## src/fsp_map.vh

```
// field positions, command codes and timing constants of the flash status block
`ifndef FSP_MAP_VH
`define FSP_MAP_VH
// status byte one
`define FSP_B1_BUSY      0
`define FSP_B1_LATCH     1
`define FSP_B1_GUARD_LO  2
`define FSP_B1_GUARD_HI  6
`define FSP_B1_LOCK_LO   7
// status byte two
`define FSP_B2_ADDR_W    0
`define FSP_B2_FOUR_LANE 1
`define FSP_B2_PROG_HOLD 2
`define FSP_B2_OTP_LO    3
`define FSP_B2_OTP_HI    5
`define FSP_B2_LOCK_HI   6
`define FSP_B2_ERASE_HLD 7
// status byte three
`define FSP_B3_LAT_LO    0
`define FSP_B3_LAT_HI    1
`define FSP_B3_PROG_FAIL 2
`define FSP_B3_CLR_FAIL  3
`define FSP_B3_BOOT_AW   4
`define FSP_B3_DRV_LO    5
`define FSP_B3_DRV_HI    6
// reset values of the drive and latency fields
`define FSP_DRV_RST      2'h1
`define FSP_LAT_RST      2'h0
// command codes
`define FSP_CMD_LATCH_SET  8'h06
`define FSP_CMD_LATCH_DROP 8'h04
`define FSP_CMD_RD1        8'h05
`define FSP_CMD_RD2        8'h35
`define FSP_CMD_RD3        8'h15
`define FSP_CMD_WR1        8'h01
`define FSP_CMD_WR2        8'h31
`define FSP_CMD_WR3        8'h11
`define FSP_CMD_PAGE       8'h02
`define FSP_CMD_PAGE4      8'h12
`define FSP_CMD_SMALL      8'h20
`define FSP_CMD_SMALL4     8'h21
`define FSP_CMD_BLOCK32    8'h52
`define FSP_CMD_BLOCK      8'hd8
`define FSP_CMD_FULL       8'hc7
`define FSP_CMD_FULL_ALT   8'h60
`define FSP_CMD_SUSPEND    8'h75
`define FSP_CMD_RESUME     8'h7a
`define FSP_CMD_RST_EN     8'h66
`define FSP_CMD_RST        8'h99
`define FSP_CMD_SLEEP      8'hb9
`define FSP_CMD_WAKE       8'hab
`define FSP_CMD_ENTER4     8'hb7
`define FSP_CMD_EXIT4      8'he9
// array geometry
`define FSP_ADDR_W       25
`define FSP_BLK_SHIFT    16
`define FSP_CODE_MAX     4'h9
// busy times in cycles
`define FSP_T_CFG_WR     16'h0010
`define FSP_T_PROG       16'h0040
`define FSP_T_ERASE      16'h0100
`endif

```

## src/fsp_guard_decode.v

```verilog
// region guard decoder: is an address inside the guarded region
`timescale 1ns/1ns
`include "fsp_map.vh"
module fsp_guard_decode #(
   parameter AW = `FSP_ADDR_W
)(
   input  wire [4:0]    guard_i,
   input  wire [AW-1:0] addr_i,
   input  wire          whole_i,
   output reg           hit_o
);
   reg [8:0] blk;
   reg [8:0] span;
   reg [3:0] code;
   always @*
   begin
      blk  = addr_i[AW-1:`FSP_BLK_SHIFT];
      code = guard_i[3:0];
      span = 9'h000;
      hit_o = 1'b0;
      if (guard_i[3] && (guard_i[2] || guard_i[1]))
         hit_o = 1'b1;
      else if (whole_i)
         hit_o = (code != 4'h0);
      else if (code != 4'h0 && code <= `FSP_CODE_MAX)
      begin
         span = (9'h001 << (code - 4'h1)) - 9'h001;
         if (guard_i[4])
            hit_o = (blk <= span);
         else
            hit_o = (blk >= (9'h1ff - span));
      end
   end
endmodule

```

## src/fsp_busy_timer.v

```verilog
// busy timer: holds busy while a program, erase or status write runs
`timescale 1ns/1ns
module fsp_busy_timer #(
   parameter CW = 16
)(
   input  wire          mclk_i,
   input  wire          nrst_i,
   input  wire          start_i,
   input  wire [CW-1:0] len_i,
   input  wire          hold_i,
   input  wire          abort_i,
   output wire          busy_o,
   output wire          done_o
);
   reg [CW-1:0] cnt;
   assign busy_o = (cnt != {CW{1'b0}});
   assign done_o = (cnt == {{(CW-1){1'b0}}, 1'b1}) && !hold_i && !abort_i;
   always @(posedge mclk_i)
   begin
      if (!nrst_i || abort_i)
         cnt <= {CW{1'b0}};
      else if (start_i)
         cnt <= len_i;
      else if (busy_o && !hold_i)
         cnt <= cnt - {{(CW-1){1'b0}}, 1'b1};
   end
endmodule

```

## src/fsp_status_core.v

```verilog
// status, latch and protection core of a serial flash, fed by decoded commands
`timescale 1ns/1ns
`include "fsp_map.vh"
// What this block does
// - latch_set_cmd sets write_latch_flag.
// - power-up, reset pair, drop, status write, program, erases clear the latch.
// - in deep power-down only wake and the reset pair are obeyed.
// - guard bit4=0, code n: top 64KB*2^(n-1) from block 511 protected.
// - guard bit4=1, code n: bottom 64KB*2^(n-1) from block 0 protected.
// - program and erase into the guarded region are rejected; reads allowed.
// - byte one: lock_lo, guard[4:0], latch, busy.
// - byte two: erase hold, lock_hi, otp[3:1], prog hold, four lane, addr width.
// - byte three: reserved, drive, boot width, clear fail, prog fail, latency.
// - busy_flag high during program, erase or status write.
// - with latch clear, status write, program and erase are refused.
// - with both locks 0, status writes need latch set first.
// - lock (1,0) blocks status writes until power cycle, then clears.
// - both locks 1 block status writes forever.
// - addr_width_flag reports 0 for three-byte, 1 for four-byte addressing.
// - four_lane_on always reads 1, writes ignored.
// - suspend sets hold flags; resume, reset, power cycle clear them.
// - failed or guarded program/erase sets its fail flag; resume clears it.
module fsp_status_core #(
   parameter AW = `FSP_ADDR_W,
   parameter CW = 16
)(
   input  wire          mclk_i,
   input  wire          nrst_i,
   input  wire          por_i,
   input  wire          cmd_vld_i,
   input  wire [7:0]    cmd_i,
   input  wire [AW-1:0] addr_i,
   input  wire [7:0]    wdata_i,
   input  wire          op_fail_i,
   output reg  [7:0]    rdata_o,
   output reg           rvld_o,
   output reg           rejected_o,
   output reg           busy_o,
   output reg           sleep_o,
   output reg           four_byte_o,
   output reg  [1:0]    drive_o,
   output reg  [1:0]    latency_o
);
   // ---------------------------------------------------------------
   // state
   // ---------------------------------------------------------------
   reg       write_latch_flag;
   reg [4:0] region_guard_bits;
   reg       guard_lock_lo;
   reg       guard_lock_hi;
   reg [2:0] otp_lock_bits;
   reg       erase_hold_flag;
   reg       prog_hold_flag;
   reg       addr_width_flag;
   reg       boot_addr_width;
   reg       clear_fail_flag;
   reg       prog_fail_flag;
   reg [1:0] drive_level;
   reg [1:0] latency_cfg;
   reg       rst_armed;
   reg       sleeping;
   reg       op_is_erase;
   reg       boot_load;

   wire       busy_flag;
   wire       op_done;
   wire       guard_hit;
   wire       four_lane_on = 1'b1;
   wire [7:0] byte_one;
   wire [7:0] byte_two;
   wire [7:0] byte_three;

   // ---------------------------------------------------------------
   // command decode
   // ---------------------------------------------------------------
   wire is_prog  = (cmd_i == `FSP_CMD_PAGE) || (cmd_i == `FSP_CMD_PAGE4);
   wire is_full  = (cmd_i == `FSP_CMD_FULL) || (cmd_i == `FSP_CMD_FULL_ALT);
   wire is_erase = (cmd_i == `FSP_CMD_SMALL) || (cmd_i == `FSP_CMD_SMALL4) ||
                   (cmd_i == `FSP_CMD_BLOCK32) || (cmd_i == `FSP_CMD_BLOCK) || is_full;
   wire is_cfg_wr = (cmd_i == `FSP_CMD_WR1) || (cmd_i == `FSP_CMD_WR2) ||
                    (cmd_i == `FSP_CMD_WR3);
   wire is_read  = (cmd_i == `FSP_CMD_RD1) || (cmd_i == `FSP_CMD_RD2) ||
                   (cmd_i == `FSP_CMD_RD3);
   wire is_rst   = rst_armed && (cmd_i == `FSP_CMD_RST);

   // ---------------------------------------------------------------
   // request gating
   // ---------------------------------------------------------------
   // sleep filter
   wire live     = cmd_vld_i && (!sleeping || cmd_i == `FSP_CMD_WAKE ||
                   cmd_i == `FSP_CMD_RST_EN || is_rst);
   wire idle     = !busy_flag;
   wire sr_locked = guard_lock_hi;
   wire cfg_wr_ok = live && idle && is_cfg_wr && write_latch_flag && !sr_locked;
   wire op_req   = live && idle && (is_prog || is_erase) && write_latch_flag &&
                   !prog_hold_flag && !erase_hold_flag;
   wire op_ok    = op_req && !guard_hit;
   wire op_bad   = op_req && guard_hit;
   wire suspend  = live && (cmd_i == `FSP_CMD_SUSPEND) && busy_flag;
   wire resume   = live && (cmd_i == `FSP_CMD_RESUME) && (prog_hold_flag || erase_hold_flag);
   wire prog_fail_set = (op_bad && is_prog) || (op_done && op_fail_i && !op_is_erase);
   wire clr_fail_set  = (op_bad && is_erase) || (op_done && op_fail_i && op_is_erase);
   wire [CW-1:0] op_len = is_cfg_wr ? `FSP_T_CFG_WR :
                          (is_prog ? `FSP_T_PROG : `FSP_T_ERASE);

   // ---------------------------------------------------------------
   // region guard and busy timer
   // ---------------------------------------------------------------
   fsp_guard_decode #(
      .AW(AW)
   ) u_guard (
      .guard_i (region_guard_bits),
      .addr_i  (addr_i),
      .whole_i (is_full),
      .hit_o   (guard_hit)
   );

   fsp_busy_timer #(
      .CW(CW)
   ) u_busy (
      .mclk_i  (mclk_i),
      .nrst_i  (nrst_i),
      .start_i (cfg_wr_ok || op_ok),
      .len_i   (op_len),
      .hold_i  (prog_hold_flag || erase_hold_flag),
      .abort_i (por_i || (live && is_rst)),
      .busy_o  (busy_flag),
      .done_o  (op_done)
   );

   // ---------------------------------------------------------------
   // status bytes
   // ---------------------------------------------------------------
   // byte one layout
   assign byte_one = {guard_lock_lo, region_guard_bits, write_latch_flag, busy_flag};
   assign byte_two = {erase_hold_flag, guard_lock_hi, otp_lock_bits, prog_hold_flag,
                      four_lane_on, addr_width_flag};
   assign byte_three = {1'b0, drive_level, boot_addr_width, clear_fail_flag, prog_fail_flag,
                        latency_cfg};

   // ---------------------------------------------------------------
   // non-volatile fields: kept over software reset and power-up; power-up clears the locks unless both are set
   // ---------------------------------------------------------------
   always @(posedge mclk_i)
   begin
      if (!nrst_i)
      begin
         region_guard_bits <= 5'h00;
         guard_lock_lo     <= 1'b0;
         guard_lock_hi     <= 1'b0;
         otp_lock_bits     <= 3'h0;
         boot_addr_width   <= 1'b0;
         drive_level       <= `FSP_DRV_RST;
         latency_cfg       <= `FSP_LAT_RST;
      end
      else if (por_i && !(guard_lock_hi && guard_lock_lo))
      begin
         guard_lock_hi <= 1'b0;
         guard_lock_lo <= 1'b0;
      end
      // guard bits only via status write
      else if (cfg_wr_ok)
      begin
         case (cmd_i)
            `FSP_CMD_WR1:
            begin
               guard_lock_lo     <= wdata_i[`FSP_B1_LOCK_LO];
               region_guard_bits <= wdata_i[`FSP_B1_GUARD_HI:`FSP_B1_GUARD_LO];
            end
            `FSP_CMD_WR2:
            begin
               guard_lock_hi <= wdata_i[`FSP_B2_LOCK_HI];
               otp_lock_bits <= otp_lock_bits | wdata_i[`FSP_B2_OTP_HI:`FSP_B2_OTP_LO];
            end
            default:
            begin
               drive_level     <= wdata_i[`FSP_B3_DRV_HI:`FSP_B3_DRV_LO];
               boot_addr_width <= wdata_i[`FSP_B3_BOOT_AW];
               latency_cfg     <= wdata_i[`FSP_B3_LAT_HI:`FSP_B3_LAT_LO];
            end
         endcase
      end
   end

   // ---------------------------------------------------------------
   // volatile fields
   // ---------------------------------------------------------------
   always @(posedge mclk_i)
   begin
      if (!nrst_i)
      begin
         write_latch_flag <= 1'b0;
         erase_hold_flag  <= 1'b0;
         prog_hold_flag   <= 1'b0;
         addr_width_flag  <= 1'b0;
         clear_fail_flag  <= 1'b0;
         prog_fail_flag   <= 1'b0;
         rst_armed        <= 1'b0;
         sleeping         <= 1'b0;
         op_is_erase      <= 1'b0;
         boot_load        <= 1'b1;
      end
      else if (por_i || (live && is_rst))
      begin
         write_latch_flag <= 1'b0;
         erase_hold_flag  <= 1'b0;
         prog_hold_flag   <= 1'b0;
         rst_armed        <= 1'b0;
         sleeping         <= 1'b0;
         boot_load        <= 1'b1;
      end
      else
      begin
         boot_load <= 1'b0;
         if (boot_load)
            addr_width_flag <= boot_addr_width;
         else if (live && cmd_i == `FSP_CMD_ENTER4)
            addr_width_flag <= 1'b1;
         else if (live && cmd_i == `FSP_CMD_EXIT4)
            addr_width_flag <= 1'b0;
         if (live)
            rst_armed <= (cmd_i == `FSP_CMD_RST_EN);
         if (live && idle && cmd_i == `FSP_CMD_SLEEP)
            sleeping <= 1'b1;
         else if (live && cmd_i == `FSP_CMD_WAKE)
            sleeping <= 1'b0;
         if (live && idle && cmd_i == `FSP_CMD_LATCH_SET)
            write_latch_flag <= 1'b1;
         else if ((live && cmd_i == `FSP_CMD_LATCH_DROP) || cfg_wr_ok || op_req)
            write_latch_flag <= 1'b0;
         if (op_ok)
            op_is_erase <= is_erase;
         if (suspend)
         begin
            erase_hold_flag <= op_is_erase;
            prog_hold_flag  <= !op_is_erase;
         end
         else if (resume)
         begin
            erase_hold_flag <= 1'b0;
            prog_hold_flag  <= 1'b0;
         end
         if (prog_fail_set)
            prog_fail_flag <= 1'b1;
         else if (resume || (op_ok && is_prog))
            prog_fail_flag <= 1'b0;
         if (clr_fail_set)
            clear_fail_flag <= 1'b1;
         else if (resume || (op_ok && is_erase))
            clear_fail_flag <= 1'b0;
      end
   end

   // ---------------------------------------------------------------
   // registered outputs
   // ---------------------------------------------------------------
   always @(posedge mclk_i)
   begin
      if (!nrst_i)
      begin
         rdata_o     <= 8'h00;
         rvld_o      <= 1'b0;
         rejected_o  <= 1'b0;
         busy_o      <= 1'b0;
         sleep_o     <= 1'b0;
         four_byte_o <= 1'b0;
         drive_o     <= `FSP_DRV_RST;
         latency_o   <= `FSP_LAT_RST;
      end
      else
      begin
         rvld_o     <= live && is_read;
         if (live && is_read)
         begin
            case (cmd_i)
               `FSP_CMD_RD2: rdata_o <= byte_two;
               `FSP_CMD_RD3: rdata_o <= byte_three;
               default:      rdata_o <= byte_one;
            endcase
         end
         rejected_o  <= (cmd_vld_i && !live) || op_bad ||
                        (live && (is_cfg_wr || is_prog || is_erase) && !cfg_wr_ok && !op_ok);
         busy_o      <= busy_flag;
         sleep_o     <= sleeping;
         four_byte_o <= addr_width_flag;
         drive_o     <= drive_level;
         latency_o   <= latency_cfg;
      end
   end
endmodule

```

## config.mk

```make
export PLATFORM = sky130hd
export DESIGN_NAME = fsp_status_core
export DESIGN_NICKNAME = d
export VERILOG_FILES = /design/src/fsp_guard_decode.v /design/src/fsp_busy_timer.v /design/src/fsp_status_core.v
export VERILOG_INCLUDE_DIRS = /design/src
export SDC_FILE = /design/constraint.sdc
export NUM_CORES = 1
export LEC_CHECK = 0
export ABC_AREA = 1
export BUFFER_PORTS_ARGS = -buffer_cell sky130_fd_sc_hd__buf_2
export CAP_MARGIN = 20
export CORE_AREA = 8 8 74 141
export CTS_BUF_LIST = sky130_fd_sc_hd__clkbuf_16
export DETAILED_ROUTE_END_ITERATION = 6
export DIE_AREA = 0 0 82 149
export PLACE_DENSITY_LB_ADDON = 0.2
export SETUP_SLACK_MARGIN = 0.02
export SLEW_MARGIN = 40
export SYNTH_ARGS = -nofsm -noshare
export SYNTH_HDL_FRONTEND = slang
export SYNTH_SLANG_ARGS = --single-unit
```

## constraint.sdc

```tcl
create_clock -name mclk_i -period 4 [get_ports mclk_i]
set_clock_uncertainty 0.05 [all_clocks]
set_input_delay 0.4 -clock mclk_i [delete_from_list [all_inputs] [get_ports mclk_i]]
set_output_delay 0.4 -clock mclk_i [all_outputs]
set_load 0.005 [all_outputs]
```

==> Yosys cells after proc, flatten, opt, wreduce, memory -nomap -nowiden <==
Cells that the tools add are included.
Widths: inputs -> output; s select.
{ "totals": {"output_inout_bits": 17, "regBits": 58, "word_cells": 194} }
{ "op_classes": {"n_addsub": 4, "n_shift": 1, "mux": 24, "n_reduce_logical": 106, "magnitude_cmp": 3, "eq_ne": 25, "bitwise": 5} }
{ "ops": {"columns": ["op", "n"], "rows": [
  ["$eq 8x8->1 const B", 7],
  ["$logic_and 1x1->1", 42],
  ["$eq 8x7->1 const B", 5],
  ["$eq 8x6->1 const B", 4],
  ["$mux 16", 2],
  ["$logic_or 1x1->1", 29],
  ["$eq 8x3->1 const B", 3],
  ["$eq 8x5->1 const B", 3],
  ["$mux 1", 19],
  ["$mux 9", 2],
  ["$eq 16x1->1 const B", 1],
  ["$pmux 8 s2", 1],
  ["$reduce_bool 16->1", 1],
  ["$sub 16x1->16 const B", 1],
  ["$logic_not 1->1", 14],
  ["$reduce_and 2->1", 6],
  ["$reduce_bool 2->1", 6],
  ["$ge 9x9->1", 1],
  ["$le 9x9->1", 1],
  ["$reduce_and 3->1", 3],
  ["$shl 1x4->9 const A", 1],
  ["$sub 9x1->9 const B", 1],
  ["$sub 9x9->9 const A", 1],
  ["$eq 8x1->1 const B", 1],
  ["8 further kinds", 13]
]} }

==> Longest topological paths before layout <==
{ "depth": {"depth_word": 15, "ltp_mapped": 26} }

==> Cells and area by module <==
Synthesis repeated with hierarchy kept, for this count alone.
{ "unflattened": {"hier_cells": 677, "hier_area_um2": 4170.2} }
{ "by_module_without_submodules": {"columns": ["module", "cells_per_inst", "instances", "seq_area_each_um2", "area_per_inst_um2"], "rows": [
  ["fsp_status_core", 338, 1, 840.8, 2234.6],
  ["fsp_busy_timer", 206, 1, 320.3, 1179.9],
  ["fsp_guard_decode", 133, 1, 0.0, 755.7]
]} }

==> Worst setup path before layout <==
No wires, ideal clock.
{ "synth_path": {"path_kind": "register -> register", "from": "register region_guard_bits[3]", "to": "register u_busy.cnt[5]", "setup_slack_ns": 0.870, "stages_incl_launch_ff": 25, "required_ns": 3.834, "setup_time_ns": 0.116, "arrival_time_ns": 2.964, "path_buffers": 2, "path_cell_list": "dfxtp_1 -> clkbuf_1 -> nor2_1 -> inv_1 -> ha_1 -> inv_1 -> or3_1 -> a21oi_1 -> xor2_1 -> ha_1 -> nor2_1 -> nand3_1 -> nor2_1 -> nor2_1 -> nand2_1 -> nand2_1 -> nand2_1 -> nand2_1 -> nand2_1 -> nand2_4 -> nand3_4 -> buf_6 -> nand2_1 -> nand2_1 -> a21oi_1"} }
{ "synth_between": {"elab_chain_len": 13, "word_cells_on_any_way": 19} }
{ "synth_lines": {"columns": ["element", "line_no", "source"], "rows": [
  ["start: declaration", "fsp_status_core.v:48", "reg [4:0] region_guard_bits;"],
  ["start signal: assignment", "fsp_status_core.v:168", "region_guard_bits <= wdata_i[`FSP_B1_GUARD_HI:`FSP_B1_GUARD_LO];"],
  ["$sub 4x1->4", "fsp_guard_decode.v:27", "span = (9'h001 << (code - 4'h1)) - 9'h001;"],
  ["$shl 1x4->9", "fsp_guard_decode.v:27", null],
  ["$sub 9x1->9", "fsp_guard_decode.v:27", null],
  ["$sub 9x9->9", "fsp_guard_decode.v:31", "hit_o = (blk >= (9'h1ff - span));"],
  ["$ge 9x9->1", "fsp_guard_decode.v:31", null],
  ["$mux 1", "fsp_guard_decode.v:28", "if (guard_i[4])"],
  ["$mux 1", "fsp_guard_decode.v:25", "else if (code != 4'h0 && code <= `FSP_CODE_MAX)"],
  ["$mux 1", "fsp_guard_decode.v:23", "else if (whole_i)"],
  ["$mux 1 *", "fsp_guard_decode.v:21", "if (guard_i[3] && (guard_i[2] || guard_i[1]))"],
  ["$logic_not 1->1 *", "fsp_status_core.v:97", "wire op_ok = op_req && !guard_hit;"],
  ["$logic_and 1x1->1 *", "fsp_status_core.v:97", null],
  ["$logic_or 1x1->1 *", "fsp_status_core.v:123", ".start_i (cfg_wr_ok || op_ok),"],
  ["$mux 16 / $reduce_bool 2->1 (equally long branches)", null, null],
  ["end signal: assignment", "fsp_busy_timer.v:21", "cnt <= {CW{1'b0}};"],
  ["end signal: assignment", "fsp_busy_timer.v:23", "cnt <= len_i;"],
  ["end signal: assignment", "fsp_busy_timer.v:25", "cnt <= cnt - {{(CW-1){1'b0}}, 1'b1};"],
  ["end: declaration", "fsp_busy_timer.v:15", "reg [CW-1:0] cnt;"]
]} }
Mark *: on every way between the ends. The rest lies on a longest branch, timed or not.
A chain may end at the register's enable or synchronous reset.

==> Final worst setup path <==
{ "layout_path": {"from": "register region_guard_bits[2]", "to": "register u_busy.cnt[8]"} }
Same word-level chain as after synthesis.

==> impl_metrics.py <==
metrics = {
    "floorplan": {
        "initial_core_util_pct": 43.9,
        "core_area_sq_mm": 0.00853,
        "number_of_core_rows": 48,
        "design.portCount": 63,
        "die_h_microns": 149,
        "dieWidth_microns": 82,
        "design.die.area_sq_mm": 0.0122,
    },
    "pwr": {
        "p_comb_share_pct": 42.4,
        "power.leakage_uw": 0.00215,
        "pwr-share-clk_pct": 29.0,
        "post-layout-total-power_uw": 2520,
        "pwr_density_cell_mw_per_mm2": 575,
        "netSwitchingFraction_pct": 40.9,
        "sequentialPowerShare_pct": 28.6,
        "switching_power_uw": 1030,
        "internal_power_uw": 1490,
        "max-vdd-ir-drop_mv": 0.453,
    },
    "synthesis": {
        "ffs_w_async_s_r_synth_pct": 0,
        "synthesis.area_sq_mm": 0.00375,
        "postSynthAreaPerCell_sq_um": 6.58,
        "synth.top_cell.area_share_pct": 31.0,
        "synth_area_leader_cell": "sky130_fd_sc_hd__dfxtp_1",
        "synth_enable_flop_cells": 0,
        "ys.warnings.count": 0,
        "dominantRegCellSynth": "sky130_fd_sc_hd__dfxtp_1",
        "synth-seq-cells": 58,
        "synth_fp_nets": 636,
        "syn-instance-count": 569,
        "synth_top_cells_by_area": "sky130_fd_sc_hd__dfxtp_1, sky130_fd_sc_hd__nand2_1, sky130_fd_sc_hd__inv_1",
        "yosysSeqAreaShare_pct": 31.0,
        "synth.distinct_cells": 41,
    },
    "worst_setup_path": {
        "path_delay_family": "simple AND/OR/NAND/NOR gates",
        "endpoint_kind": "flip-flop",
        "timing.rr.start": "region_guard_bits[2]",
        "reg2regPathDepth": 22,
        "worst-endpoint-required_ns": 4.17,
        "path_cells": "inv_1 -> nand3_1 -> nor2_1 -> inv_1 -> ha_1 -> inv_1 -> or3_1 -> a21oi_1 -> xor2_1 -> ha_1 -> nor2_1 -> nand3_1 -> nor2_1 -> nor2_1 -> nand2_1 -> nand2_1 -> nand2_1 -> nand2_1 -> nand2_4 -> nand3_2 -> o21ai_1 -> nor2_1",
        "critical_path_peak_fanout": 11,
        "crit_start": "region_guard_bits[2]",
        "cell_with_the_most_instances_on_the_worst_path": "sky130_fd_sc_hd__nor2_1",
        "critical_path.max_stage_delay_ns": 0.39,
        "arrival_time_at_the_worst_endpoint_ns": 3.81,
        "buffers_inverters_on_critical_path": 3,
        "timing_worst_setup_path_type": "reg2reg",
        "worst_setup_path_start_kind": "flip-flop",
        "slowest_cell_on_the_critical_path": "sky130_fd_sc_hd__or3_1",
        "path_depth": 22,
    },
    "timing": {
        "hold_slack_ns": 0.273,
        "setup-tns-final_ns": 0,
        "grt_setup_unrepaired": "false",
        "timing_hold_violations_final": 0,
        "timing.final.setup_violations": 0,
        "layout_worst_path_cycle_share_pct": 91.0,
        "worst_case_headroom_to_the_max_slew_limit_pct": 66.4,
        "fin_crit_ns": 3.64,
        "max_clock_freq_ghz": 0.275,
        "worst_pin_slew_ns": 0.501,
        "maxSlewViolCount": 0,
        "final.setup.worst_slack_ns": 0.359,
    },
    "global_route": {
        "initial_antenna_violation_count": 0,
        "grt_first_pass_wirelength_microns": 16800,
        "maximum_number_of_pins_on_one_net_before_global_route_repair": 28,
        "grt_remaining_overflow": 0,
        "grtUsageTotal_pct": 18.0,
        "via_count_of_the_first_global_routing_pass": 3653,
    },
    "run": {
        "cap_violations": 0,
    },
    "min_path": {
        "source_of_the_worst_hold_timing_path": "wdata_i[2]",
        "hold_path_class": "in2reg",
        "hold_depth": 3,
    },
    "finish": {
        "diodes": 0,
        "commonest_non_fill_non_tap_cells_in_the_layout": "sky130_fd_sc_hd__nand2_1, sky130_fd_sc_hd__inv_1, sky130_fd_sc_hd__nor2_1",
        "final_common_cell": "sky130_fd_sc_hd__nand2_1",
        "final_net_count": 691,
        "flow.area_growth_from_synthesis_pct": 16.9,
        "layout-drive-gt1-share_pct": 16.2,
        "finish.utilization_pct": 51.4,
    },
    "place": {
        "finalWeightedCongestion": 0.921,
        "portBuffers": 46,
        "post-dp-hpwl_microns": 8580,
        "dpl_worst_slack_ns": 0.293,
    },
    "routing": {
        "antenna_left": 0,
        "detailedRoute.firstPassIterationCount": 5,
        "wl_per_cell_microns": 14.6,
        "average_vias_per_placed_instance": 5.09,
        "finalWirelength_microns": 10700,
        "drt_iter0_markers": 157,
        "detail_route.drc_violations": 0,
        "detailroute.via_count": 3713,
    },
    "clocking": {
        "ctsHtreeMaxLevel": 3,
        "cts_tree": "built",
        "largest_buffer_count_on_any_clock_path": 2,
        "clk_latency_ns": 0.33,
        "cts-hold-fix-buffers": 0,
        "clk_transition_reported_paths_ns": 0.05,
        "root_buffer": "sky130_fd_sc_hd__clkbuf_16",
        "cts_num_sinks": 58,
        "cts_buffers": 9,
    },
    "run_status": {
        "run_status": "finished clean",
    },
}
==> power by group through the flow <==
stage / combinational, uW / clock, uW / sequential (uW)
2_1_floorplan: 887 / 0 / 718
3_3_place_gp: 1000 / 0 / 727
3_5_place_dp: 1020 / 0 / 731
4_1_cts: 1040 / 743 / 720
5_1_grt: 1200 / 769 / 728
6_report: 1070 / 729 / 720
==> state kept, by name, summed over array words and instances, names as in the netlist, 2 cells and up <==
| register | flops |
|---|---|
| u_busy.cnt | 16 |
| rdata_o | 8 |
| region_guard_bits | 5 |
| otp_lock_bits | 3 |
| drive_level | 2 |
| drive_o | 2 |
| latency_cfg | 2 |
| latency_o | 2 |
==> synth_stat cells (2+ instances only) <==
master,n
sky130_fd_sc_hd__nand4_1,8
sky130_fd_sc_hd__nor2_2,2
sky130_fd_sc_hd__xor2_1,5
sky130_fd_sc_hd__a21oi_1,42
sky130_fd_sc_hd__o21ai_0,23
sky130_fd_sc_hd__a221oi_1,2
sky130_fd_sc_hd__inv_2,8
sky130_fd_sc_hd__nor2_1,91
sky130_fd_sc_hd__nand2_1,113
sky130_fd_sc_hd__nor3_1,9
sky130_fd_sc_hd__o21a_1,3
sky130_fd_sc_hd__nor2_4,6
sky130_fd_sc_hd__dfxtp_1,58
sky130_fd_sc_hd__inv_1,94
sky130_fd_sc_hd__nand2_2,7
sky130_fd_sc_hd__a211oi_1,2
sky130_fd_sc_hd__a31oi_1,2
sky130_fd_sc_hd__o211ai_1,3
sky130_fd_sc_hd__o22ai_1,4
sky130_fd_sc_hd__nand3_1,26
sky130_fd_sc_hd__nor3_2,2
sky130_fd_sc_hd__nand4_2,3
sky130_fd_sc_hd__o21ai_1,12
sky130_fd_sc_hd__ha_1,21
sky130_fd_sc_hd__nand3_2,4
sky130_fd_sc_hd__clkbuf_1,4
==> worst reg2reg max path, stage by stage (launching register included) <==
cell                      delay, ns
sky130_fd_sc_hd__dfxtp_2       0.36
sky130_fd_sc_hd__inv_1         0.10
sky130_fd_sc_hd__nand3_1       0.16
sky130_fd_sc_hd__nor2_1        0.08
sky130_fd_sc_hd__inv_1         0.10
sky130_fd_sc_hd__ha_1          0.14
sky130_fd_sc_hd__inv_1         0.07
sky130_fd_sc_hd__or3_1         0.39
sky130_fd_sc_hd__a21oi_1       0.16
sky130_fd_sc_hd__xor2_1        0.22
sky130_fd_sc_hd__ha_1          0.30
sky130_fd_sc_hd__nor2_1        0.18
sky130_fd_sc_hd__nand3_1       0.11
sky130_fd_sc_hd__nor2_1        0.10
sky130_fd_sc_hd__nor2_1        0.04
sky130_fd_sc_hd__nand2_1       0.06
sky130_fd_sc_hd__nand2_1       0.05
sky130_fd_sc_hd__nand2_1       0.05
sky130_fd_sc_hd__nand2_1       0.10
sky130_fd_sc_hd__nand2_4       0.13
sky130_fd_sc_hd__nand3_2       0.26
sky130_fd_sc_hd__o21ai_1       0.24
sky130_fd_sc_hd__nor2_1        0.06
==> per-stage QoR <==
stage,instance area [sq um],std cells
floorplan,3750,569
finish,4380,729
CTS,4350,726
global route,4380,729
detailed placement,4070,710
global placement,4070,710
==> logic make-up after synthesis <==
family          after synthesis  synth area share (%)
buf+inv                     109                  11.4
simple gates                280                  35.4
flops                        58                  31.0
compound gates               95                  13.8
xor+xnor                      6                  1.40
fa+ha+maj                    21                  7.01
==> timing repair <==
item                       4_1_cts  5_1_grt
buffers inserted                 0        2
setup endpoints to repair        0        8
gates resized for setup          0        2
==> layer usage <==
metal | routed length, microns | up-vias | global-route usage (%)
met5 | 0 | - | 0
met4 | 385 | 0 | 10.7
met3 | 401 | 25 | 3.56
met2 | 6370 | 72 | 35.2
met1 | 3510 | 1691 | 15.3
li1 | - | 1925 | -
==> layout make-up <==
class,instances,area [sq um]
clock buffer,9,225
clock inverter,7,60.1
fill,895,4150
inverter,103,387
multi-input combinational,403,2170
sequential,58,1160
tap,100,125
timing repair buffer,49,253
==> worst paths after layout <==
kind	to	slack (ns)
min	region_guard_bits[0]	0.27
max reg2reg	u_busy.cnt[8]	0.36
min reg2reg	latency_o[1]	0.37
max	u_busy.cnt[8]	0.36
No activity file was read; power rests on OpenSTA's default activity.
